### config.mk
export PLATFORM = sky130hd
export DESIGN_NAME = acmp_control
export DESIGN_NICKNAME = d
export VERILOG_FILES = /design/src/hdl/acmp_pkg.sv /design/src/hdl/acmp_control.sv
export VERILOG_INCLUDE_DIRS = /design/src /design/src/hdl
export SDC_FILE = /design/constraint.sdc
export NUM_CORES = 1
export LEC_CHECK = 0
export ABC_AREA = 1
export BUFFER_PORTS_ARGS = -buffer_cell sky130_fd_sc_hd__buf_2
export CORE_MARGIN = 4
export CORE_UTILIZATION = 41
export DETAILED_ROUTE_END_ITERATION = 8
export GPL_TIMING_DRIVEN = 0
export PLACE_DENSITY = 0.73
export SLEW_MARGIN = 10
export SYNTH_ARGS = -nofsm -noshare
export SYNTH_HDL_FRONTEND = slang
export SYNTH_SLANG_ARGS = --single-unit
### constraint.sdc
create_clock -name SYS_CLK -period 1.4 [get_ports SYS_CLK]
set_input_delay 0 -clock SYS_CLK [delete_from_list [all_inputs] [get_ports SYS_CLK]]
set_output_delay 0 -clock SYS_CLK [all_outputs]
set_load 0.01 [all_outputs]
### src/hdl/acmp_regs.svh
// register offsets, field positions and reset values of the comparator control block
`ifndef ACMP_REGS_SVH
`define ACMP_REGS_SVH
// ==========================================
// register indices (byte address = 4 * index)
`define ACMP_IDX_CTRL_STATUS 8'h30
`define ACMP_IDX_INPUT_SEL 8'h31
`define ACMP_IDX_DIG_DISABLE 8'h32
`define ACMP_IDX_IRQ_STATUS 8'h33
`define ACMP_IDX_IRQ_MASK 8'h34
// ==========================================
// control and status fields
`define ACMP_BIT_POWER_OFF 7
`define ACMP_BIT_BANDGAP 6
`define ACMP_BIT_RESULT 5
`define ACMP_BIT_FLAG 4
`define ACMP_BIT_IRQ_EN 3
`define ACMP_BIT_CAPTURE 2
`define ACMP_BIT_MODE_HI 1
`define ACMP_BIT_MODE_LO 0
// ==========================================
// digital input disable fields
`define ACMP_BIT_NEG_BUF_OFF 1
`define ACMP_BIT_POS_BUF_OFF 0
// ==========================================
// irq status and mask fields
`define ACMP_IRQ_BIT_EVENT 0
`define ACMP_IRQ_BIT_RESERVED_SEL 1
// ==========================================
// reset values and last valid negative select code
`define ACMP_RST_CTRL 8'h00
`define ACMP_RST_INPUT_SEL 3'h0
`define ACMP_RST_DIG_DISABLE 2'h0
`define ACMP_RST_IRQ 2'h0
`define ACMP_NEG_SEL_LAST 3'h5
`endif

### src/hdl/acmp_pkg.sv
// types of the comparator control block
package acmp_pkg;
  // ==========================================
  // event modes
  typedef enum logic [1:0] {
    ACMP_MODE_TOGGLE = 2'h0,
    ACMP_MODE_RESVD = 2'h1,
    ACMP_MODE_FALL = 2'h2,
    ACMP_MODE_RISE = 2'h3
  } acmp_mode_t;
  // ==========================================
  // avalon-mm request carrier
  typedef struct packed {
    logic [7:0] address;
    logic read;
    logic write;
    logic [3:0] byteenable;
    logic [31:0] writedata;
  } acmp_bus_req_t;
  // ==========================================
  // analog front-end controls
  typedef struct packed {
    logic power_off;
    logic bandgap_select;
    logic [2:0] neg_input_select;
    logic pos_buf_off;
    logic neg_buf_off;
  } acmp_analog_ctl_t;
  // ==========================================
  // bus answer state
  typedef enum logic [1:0] {
    ACMP_BUS_IDLE = 2'b01,
    ACMP_BUS_DONE = 2'b10
  } acmp_bus_state_t;
endpackage : acmp_pkg

### src/hdl/acmp_control.sv
// comparator control logic with avalon-mm register slave
//
// Contract
// [RULE_01] result high when positive input exceeds negative
// [RULE_02] power-off bit removes comparator power anytime
// [RULE_03] software disables irq before power change
// [RULE_04] bandgap bit selects reference as positive input
// [RULE_05] result synchronised, one to two cycles late
// [RULE_06] flag set on chosen synchronised output event
// [RULE_07] vector acknowledge clears the flag
// [RULE_08] writing one clears flag, zero keeps
// [RULE_09] irq needs flag, enable and global bit
// [RULE_10] capture enable routes result to timer capture
// [RULE_11] capture disabled means no timer connection
// [RULE_12] timer capture irq needs timer mask bit
// [RULE_13] mode 00 toggle, 10 fall, 11 rise
// [RULE_14] software disables irq before mode change
// [RULE_15] select codes 000-101 pick negative pins one-six
// [RULE_16] buffer-off bit disables buffer, pin reads zero
// [RULE_17] software disables unused analog pin buffers
// [RULE_18] control register resets zero, result read-only
// [RULE_19] edges found by current versus previous sample
//
// The Avalon-MM register port was left to the implementer.
`timescale 1ns/1ps
`include "acmp_regs.svh"

module acmp_control
  import acmp_pkg::*;
(
  // clock, reset, enable
  input wire logic SYS_CLK,
  input wire logic RESETN,
  input wire logic CLK_EN,
  // avalon-mm slave
  input wire logic [7:0] AVS_ADDRESS,
  input wire logic AVS_READ,
  input wire logic AVS_WRITE,
  input wire logic [3:0] AVS_BYTEENABLE,
  input wire logic [31:0] AVS_WRITEDATA,
  output logic [31:0] AVS_READDATA,
  output logic AVS_WAITREQUEST,
  output logic AVS_RESPONSE_ERR,
  // analog comparator core
  input wire logic CMP_RAW_OUT,
  output logic CMP_POWER_OFF,
  output logic CMP_BANDGAP_SELECT,
  output logic [2:0] NEG_INPUT_SELECT,
  // pin buffers
  input wire logic POS_INPUT_PIN_DIG,
  input wire logic NEG_INPUT_PIN_ONE_DIG,
  output logic POS_PIN_BUFFER_OFF,
  output logic NEG_PIN_BUFFER_OFF,
  output logic POS_PIN_READ,
  output logic NEG_PIN_READ,
  // cpu interrupt handshake
  input wire logic CPU_GLOBAL_IRQ_EN,
  input wire logic CPU_VECTOR_ACK,
  output logic CMP_IRQ_REQ,
  // timer capture front end
  output logic CAPTURE_SRC_VALID,
  output logic CAPTURE_SRC_LEVEL,
  // system interrupt
  output logic IRQ
);

  // ==========================================
  // request carrier
  acmp_bus_req_t req;
  assign req = '{address: AVS_ADDRESS, read: AVS_READ, write: AVS_WRITE,
                 byteenable: AVS_BYTEENABLE, writedata: AVS_WRITEDATA};

  // ==========================================
  // synchronisers for outside inputs
  logic [1:0] res_sync_reg;
  logic [1:0] pos_pin_sync_reg;
  logic [1:0] neg_pin_sync_reg;
  logic result_prev_reg;

  // two flops each, first flop read only by second
  always_ff @(posedge SYS_CLK or negedge RESETN) begin
    if (!RESETN) begin
      res_sync_reg <= 2'h0;
      pos_pin_sync_reg <= 2'h0;
      neg_pin_sync_reg <= 2'h0;
      result_prev_reg <= 1'b0;
    end else if (CLK_EN) begin
      res_sync_reg <= {res_sync_reg[0], CMP_RAW_OUT}; // RULE_05
      pos_pin_sync_reg <= {pos_pin_sync_reg[0], POS_INPUT_PIN_DIG};
      neg_pin_sync_reg <= {neg_pin_sync_reg[0], NEG_INPUT_PIN_ONE_DIG};
      result_prev_reg <= res_sync_reg[1]; // RULE_19
    end
  end

  // ==========================================
  // synchronised result and event detect
  logic cmp_result_sync;
  logic rise_evt;
  logic fall_evt;
  logic cmp_event;

  // raw core output high means positive above negative
  assign cmp_result_sync = res_sync_reg[1]; // RULE_01
  assign rise_evt = cmp_result_sync & ~result_prev_reg; // RULE_19
  assign fall_evt = ~cmp_result_sync & result_prev_reg; // RULE_19

  // ==========================================
  // register state
  logic cmp_power_off_reg, cmp_power_off_next;
  logic cmp_bandgap_select_reg, cmp_bandgap_select_next;
  logic cmp_event_flag_reg, cmp_event_flag_next;
  logic cmp_irq_enable_reg, cmp_irq_enable_next;
  logic cmp_to_capture_enable_reg, cmp_to_capture_enable_next;
  acmp_mode_t mode_reg, mode_next;
  logic [2:0] neg_input_select_reg, neg_input_select_next;
  logic [1:0] buf_off_reg, buf_off_next;
  logic [1:0] irq_status_reg, irq_status_next;
  logic [1:0] irq_mask_reg, irq_mask_next;
  acmp_bus_state_t bus_state_reg, bus_state_next;
  logic [31:0] rdata_reg, rdata_next;
  logic err_reg, err_next;

  // ==========================================
  // event selection by mode
  always_comb begin
    case (mode_reg)
      ACMP_MODE_TOGGLE: cmp_event = rise_evt | fall_evt; // RULE_13
      ACMP_MODE_FALL: cmp_event = fall_evt; // RULE_13
      ACMP_MODE_RISE: cmp_event = rise_evt; // RULE_13
      default: cmp_event = 1'b0; // reserved mode, no event
    endcase
  end

  // ==========================================
  // bus decode
  logic [7:0] word_idx;
  logic access;
  logic hit;
  logic wr_low;
  logic is_ctrl;
  logic is_isel;
  logic is_dis;
  logic is_ist;
  logic is_imask;

  assign word_idx = {2'h0, req.address[7:2]};
  assign access = (req.read | req.write) & (bus_state_reg == ACMP_BUS_IDLE);
  assign is_ctrl = word_idx == `ACMP_IDX_CTRL_STATUS;
  assign is_isel = word_idx == `ACMP_IDX_INPUT_SEL;
  assign is_dis = word_idx == `ACMP_IDX_DIG_DISABLE;
  assign is_ist = word_idx == `ACMP_IDX_IRQ_STATUS;
  assign is_imask = word_idx == `ACMP_IDX_IRQ_MASK;
  assign hit = is_ctrl | is_isel | is_dis | is_ist | is_imask;
  assign wr_low = access & req.write & req.byteenable[0];

  // ==========================================
  // control and status next values
  always_comb begin
    cmp_power_off_next = cmp_power_off_reg;
    cmp_bandgap_select_next = cmp_bandgap_select_reg;
    cmp_event_flag_next = cmp_event_flag_reg;
    cmp_irq_enable_next = cmp_irq_enable_reg;
    cmp_to_capture_enable_next = cmp_to_capture_enable_reg;
    mode_next = mode_reg;
    neg_input_select_next = neg_input_select_reg;
    buf_off_next = buf_off_reg;
    irq_mask_next = irq_mask_reg;
    irq_status_next = irq_status_reg;
    if (wr_low && is_ctrl) begin
      cmp_power_off_next = req.writedata[`ACMP_BIT_POWER_OFF]; // RULE_02
      cmp_bandgap_select_next = req.writedata[`ACMP_BIT_BANDGAP]; // RULE_04
      cmp_irq_enable_next = req.writedata[`ACMP_BIT_IRQ_EN];
      cmp_to_capture_enable_next = req.writedata[`ACMP_BIT_CAPTURE];
      mode_next = acmp_mode_t'({req.writedata[`ACMP_BIT_MODE_HI],
                                req.writedata[`ACMP_BIT_MODE_LO]});
      if (req.writedata[`ACMP_BIT_FLAG]) begin
        cmp_event_flag_next = 1'b0; // RULE_08
      end
    end
    if (wr_low && is_isel) begin
      neg_input_select_next = req.writedata[2:0]; // RULE_15
    end
    if (wr_low && is_dis) begin
      buf_off_next = req.writedata[1:0]; // RULE_16
    end
    if (wr_low && is_imask) begin
      irq_mask_next = req.writedata[1:0];
    end
    // vector acknowledge clears the flag
    if (CPU_VECTOR_ACK) begin
      cmp_event_flag_next = 1'b0; // RULE_07
    end
    // read of status clears it
    if (access && req.read && is_ist) begin
      irq_status_next = 2'h0;
    end
    // hardware set wins over any clear
    if (cmp_event) begin
      cmp_event_flag_next = 1'b1; // RULE_06
      irq_status_next[`ACMP_IRQ_BIT_EVENT] = 1'b1;
    end
    if (wr_low && is_isel && req.writedata[2:0] > `ACMP_NEG_SEL_LAST) begin
      irq_status_next[`ACMP_IRQ_BIT_RESERVED_SEL] = 1'b1;
    end
  end

  // ==========================================
  // bus answer next values
  always_comb begin
    bus_state_next = bus_state_reg;
    rdata_next = rdata_reg;
    err_next = err_reg;
    case (bus_state_reg)
      ACMP_BUS_IDLE: begin
        if (req.read | req.write) begin
          bus_state_next = ACMP_BUS_DONE;
          err_next = ~hit;
          rdata_next = 32'h0000_0000;
          if (req.read) begin
            if (is_ctrl) begin
              rdata_next[7:0] = {cmp_power_off_reg, cmp_bandgap_select_reg,
                                 cmp_result_sync, cmp_event_flag_reg, // RULE_18
                                 cmp_irq_enable_reg, cmp_to_capture_enable_reg,
                                 mode_reg};
            end else if (is_isel) begin
              rdata_next[2:0] = neg_input_select_reg;
            end else if (is_dis) begin
              rdata_next[1:0] = buf_off_reg;
            end else if (is_ist) begin
              rdata_next[1:0] = irq_status_reg;
            end else if (is_imask) begin
              rdata_next[1:0] = irq_mask_reg;
            end
          end
        end
      end
      ACMP_BUS_DONE: begin
        bus_state_next = ACMP_BUS_IDLE;
      end
      default: begin
        bus_state_next = ACMP_BUS_IDLE;
      end
    endcase
  end

  // ==========================================
  // register all state
  always_ff @(posedge SYS_CLK or negedge RESETN) begin
    if (!RESETN) begin
      cmp_power_off_reg <= 1'b0; // RULE_18
      cmp_bandgap_select_reg <= 1'b0;
      cmp_event_flag_reg <= 1'b0;
      cmp_irq_enable_reg <= 1'b0;
      cmp_to_capture_enable_reg <= 1'b0;
      mode_reg <= ACMP_MODE_TOGGLE;
      neg_input_select_reg <= `ACMP_RST_INPUT_SEL;
      buf_off_reg <= `ACMP_RST_DIG_DISABLE;
      irq_status_reg <= `ACMP_RST_IRQ;
      irq_mask_reg <= `ACMP_RST_IRQ;
      bus_state_reg <= ACMP_BUS_IDLE;
      rdata_reg <= 32'h0000_0000;
      err_reg <= 1'b0;
    end else if (CLK_EN) begin
      cmp_power_off_reg <= cmp_power_off_next;
      cmp_bandgap_select_reg <= cmp_bandgap_select_next;
      cmp_event_flag_reg <= cmp_event_flag_next;
      cmp_irq_enable_reg <= cmp_irq_enable_next;
      cmp_to_capture_enable_reg <= cmp_to_capture_enable_next;
      mode_reg <= mode_next;
      neg_input_select_reg <= neg_input_select_next;
      buf_off_reg <= buf_off_next;
      irq_status_reg <= irq_status_next;
      irq_mask_reg <= irq_mask_next;
      bus_state_reg <= bus_state_next;
      rdata_reg <= rdata_next;
      err_reg <= err_next;
    end
  end

  // ==========================================
  // analog control bundle
  acmp_analog_ctl_t actl;
  assign actl = '{power_off: cmp_power_off_reg, bandgap_select: cmp_bandgap_select_reg,
                  neg_input_select: neg_input_select_reg,
                  pos_buf_off: buf_off_reg[`ACMP_BIT_POS_BUF_OFF],
                  neg_buf_off: buf_off_reg[`ACMP_BIT_NEG_BUF_OFF]};

  // ==========================================
  // outputs
  assign CMP_POWER_OFF = actl.power_off; // RULE_02
  assign CMP_BANDGAP_SELECT = actl.bandgap_select; // RULE_04
  assign NEG_INPUT_SELECT = actl.neg_input_select; // RULE_15
  assign POS_PIN_BUFFER_OFF = actl.pos_buf_off; // RULE_16
  assign NEG_PIN_BUFFER_OFF = actl.neg_buf_off; // RULE_16
  // pin reads forced low while buffer off
  assign POS_PIN_READ = pos_pin_sync_reg[1] & ~actl.pos_buf_off; // RULE_16
  assign NEG_PIN_READ = neg_pin_sync_reg[1] & ~actl.neg_buf_off; // RULE_16
  // cpu interrupt request gated by flag, enable and global bit
  assign CMP_IRQ_REQ = cmp_event_flag_reg & cmp_irq_enable_reg & CPU_GLOBAL_IRQ_EN; // RULE_09
  // capture source only when routed
  assign CAPTURE_SRC_VALID = cmp_to_capture_enable_reg; // RULE_10
  assign CAPTURE_SRC_LEVEL = cmp_to_capture_enable_reg & cmp_result_sync; // RULE_11
  assign IRQ = |(irq_status_reg & irq_mask_reg);
  assign AVS_READDATA = rdata_reg;
  assign AVS_RESPONSE_ERR = err_reg;
  assign AVS_WAITREQUEST = (AVS_READ | AVS_WRITE) & (bus_state_reg != ACMP_BUS_DONE);

endmodule : acmp_control

==> summary.md <==
| Metric | Value |
|---|---|
| Status | finished, violations left |
| Failing checks | setup timing |
| Root Buffer | clkbuf_8 |
| Syn-to-layout area delta | 32.2% |
| Hold Path Class | primary input to flop |
| CTS tree | yes |
| Sum of internal, switching and leakage power | 0.00237 W |
| Max FO, Critical Path | 6 |
| Reg-to-Reg End | NEG_INPUT_SELECT[1] |
| Core area | 4470 sq um |
| Register area share after synthesis | 44.0% |
| Yosys reg bits | 34 |
| Fin crit share | 101% |
| Initial DRT Pass Iterations | 4 |
| Fin cells | 363 |
| Maximum clock path buffer count | 2 |
| Clock slew at reported path FFs | 0.07 ns |
| Final Hold Viols | 0 |
| Peak supply drop | 0.648 mV |
| Hold Worst Slack | 0.00562 ns |
| Mapped Cells | 223 |
| Power density over cell area | 925 nW/um^2 |
| Worst Path Required | 1.58 ns |
| Largest cells by area after synthesis | dfrtp_1, nand2_1, buf_4 |
| Number of CTS-inserted buffers | 5 |
| Global route overflow | 0 |
| Worst Skew | 0.00649 ns |
| N_diodes | 0 |
| Cell count after placement | 343 |
| Slew Viols, Final | 0 |
| Main synth FF type | dfrtp_1 |
| Top cells by count, synth | nand2_1, dfrtp_1, buf_4 |
| Share of layout cells above drive strength 1 | 37.6% |
| Pre-CTS setup slack | -0.0680 ns |
| Synth Area per Inst | 8.68 sq um |
| First-pass GRT wire length | 7300 um |
| Setup TNS | -0.0413 ns |
| Arr. time, crit path | 1.60 ns |
| Rel. slew slack | 49.4% |
| I/O pins | 101 |
| Worst Path Buf+Inv | 2 |
| Multi-input logic area | 885 sq um |
| Final Critical Period | 1.42 ns |
| Startpoint types | flop |
| R2r setup slk | -0.02 ns |
| Clock Sinks | 34 |
| Vias in the first global route | 1612 |
| CP top delay family | simple AND/OR/NAND/NOR gates |
| Routed len/inst | 11.8 um |
| CP Capture Type | flop |
| CP max stage delay | 0.54 ns |
| Max-cap viol count | 0 |
| Largest net degree at the start of global routing | 35 |
| Starting Density | 43.3% |
| ANT nets after route | 0 |
| Hold EP | pos_pin_sync_reg[1] |
| H-tree depth | 2 |
| Yosys cell types | 34 |
| Area leader, netlist | dfrtp_1 |
| Syn Std Cell Area | 1940 sq um |
| DP HPWL | 3220 um |
| Vias/cell | 4.39 |
| Crit Path Class | flop to flop |
| Max reg flops | 8 |
| Initial antenna violation count | 0 |
| Worst-Skew Late Latency | 0.29 ns |
| DRC errors left | 0 |
| Most frequent cell after synthesis | nand2_1 |
| Detailed Route WL | 4280 um |
| 1st-iter DRT viols | 67 |
| Most used cell, CP | nor2_4 |
| GRT Overall Usage | 15.4% |
| Leak | 1.46 nW |
| RSZ-0062 raised after global routing | true |
| Reg2reg start | bus_state_reg[0] |
| Worst r2r path cells | 9 |
| IO Port Bufs | 45 |
| # setup viols final | 4 |
| Reg area | 852 sq um |
| GP Congestion | 0.840 |
| Area share of the largest cell type after synthesis | 42.7% |
| Routed via count | 1594 |
| Yosys warns | 0 |
| Worst Max-Slew Pin Slew | 0.759 ns |
| Nets | 366 |
| Worst hold start | CLK_EN |
| Fillers | 413 |
| Die Y | 76.7 um |
| Row count | 24 |
| WHS Path Cells | 2 |
| Post-synth EDFFs | 0 |
| Fmax | 706 MHz |
| Final worst slack | -0.0163 ns |
| Cell Chain, Critical Path | inv_2 -> nor2_4 -> nand3_2 -> nor2_4 -> nand2_4 -> clkinv_4 -> nand2_8 -> nand2_2 -> o21ai_2 |
| Slowest cell on the critical path | dfstp_2 |
| Die Area | 5880 sq um |
| Die outline width | 76.7 um |
| Ys async rst share | 100% |
layout make-up:
cell class	instances	share of cell area, %
Clock buffer	7	3.37
Inverter	28	4.30
Multi-Input combinational cell	156	34.6
Clock inverter	1	0.196
Tap cell	52	2.54
Sequential cell	34	33.3
Buffer	28	8.31
Timing Repair Buffer	57	13.4
layout by cell type, fill, tap and decap left out, types with 4 or more instances in the layout:
master	n
conb_1	24
inv_1	23
nand2_4	4
buf_4	26
o21ai_1	12
nor2_4	4
o21ai_0	7
nand3b_1	4
dfrtp_1	33
buf_2	45
nand4_1	4
clkbuf_8	7
nand2_1	49
inv_2	4
o21ai_2	6
nand3_1	6
nand2_2	10
dlygate4sd3_1	11
nor2_1	8
worst max-delay path by stage:
stage | depth (start not counted) | slack [ns] | start | end
2_1_floorplan | 9 | 0.03 | bus_state_reg[0] | NEG_INPUT_SELECT[0]
3_3_place_gp | 9 | -0.05 | bus_state_reg[0] | NEG_INPUT_SELECT[1]
3_5_place_dp | 9 | -0.07 | bus_state_reg[0] | NEG_INPUT_SELECT[0]
4_1_cts | 9 | -0.05 | bus_state_reg[0] | NEG_INPUT_SELECT[1]
5_1_grt | 8 | -0.11 | bus_state_reg[0] | mode_reg[1]
6_report | 9 | -0.02 | bus_state_reg[0] | NEG_INPUT_SELECT[1]
layer usage:
layer	vias to the layer above	wire length [um]	share of wire (%)	global-route usage, %
met3	6	287	6.7	4.33
met1	703	1970	46	19.6
met2	54	1960	46	25.1
met5	-	0	0	0
li1	831	-	-	-
met4	0	63	1.5	5.43
where the power goes:
group | internal, W | switching, W
Clock | 0.000397 | 0.000363
Sequential | 0.00106 | 0.0000506
Combinational | 0.000214 | 0.000280
cell families after synthesis:
kind of cell | count (synthesis) | share of synthesized area (%)
adder cells (fa/ha/maj) | 2 | 1.29
buffers and inverters | 56 | 16.5
flip-flops | 34 | 44.0
AND/OR/NAND/NOR | 96 | 27.1
other | 1 | 0.194
AO/OA/AOI/OAI | 34 | 10.8
stage by stage:
step | utilization (%) | area [sq um]
final | 57.2 | 2560
after global routing | 57.2 | 2560
after CTS | 57.0 | 2550
after detailed placement | 51.7 | 2310
after global placement | 51.7 | 2310
after floorplan | - | 2020
timing repair:
item | in CTS | in global routing
setup endpoints to repair | 17 | 21
hold buffers | 11 | 0
buffers inserted | 1 | 0
pin swaps | 4 | 3
hold endpoints to repair | 41 | 0
resized for setup | 9 | 7
Note: power is estimated with default switching activity, not from simulation.
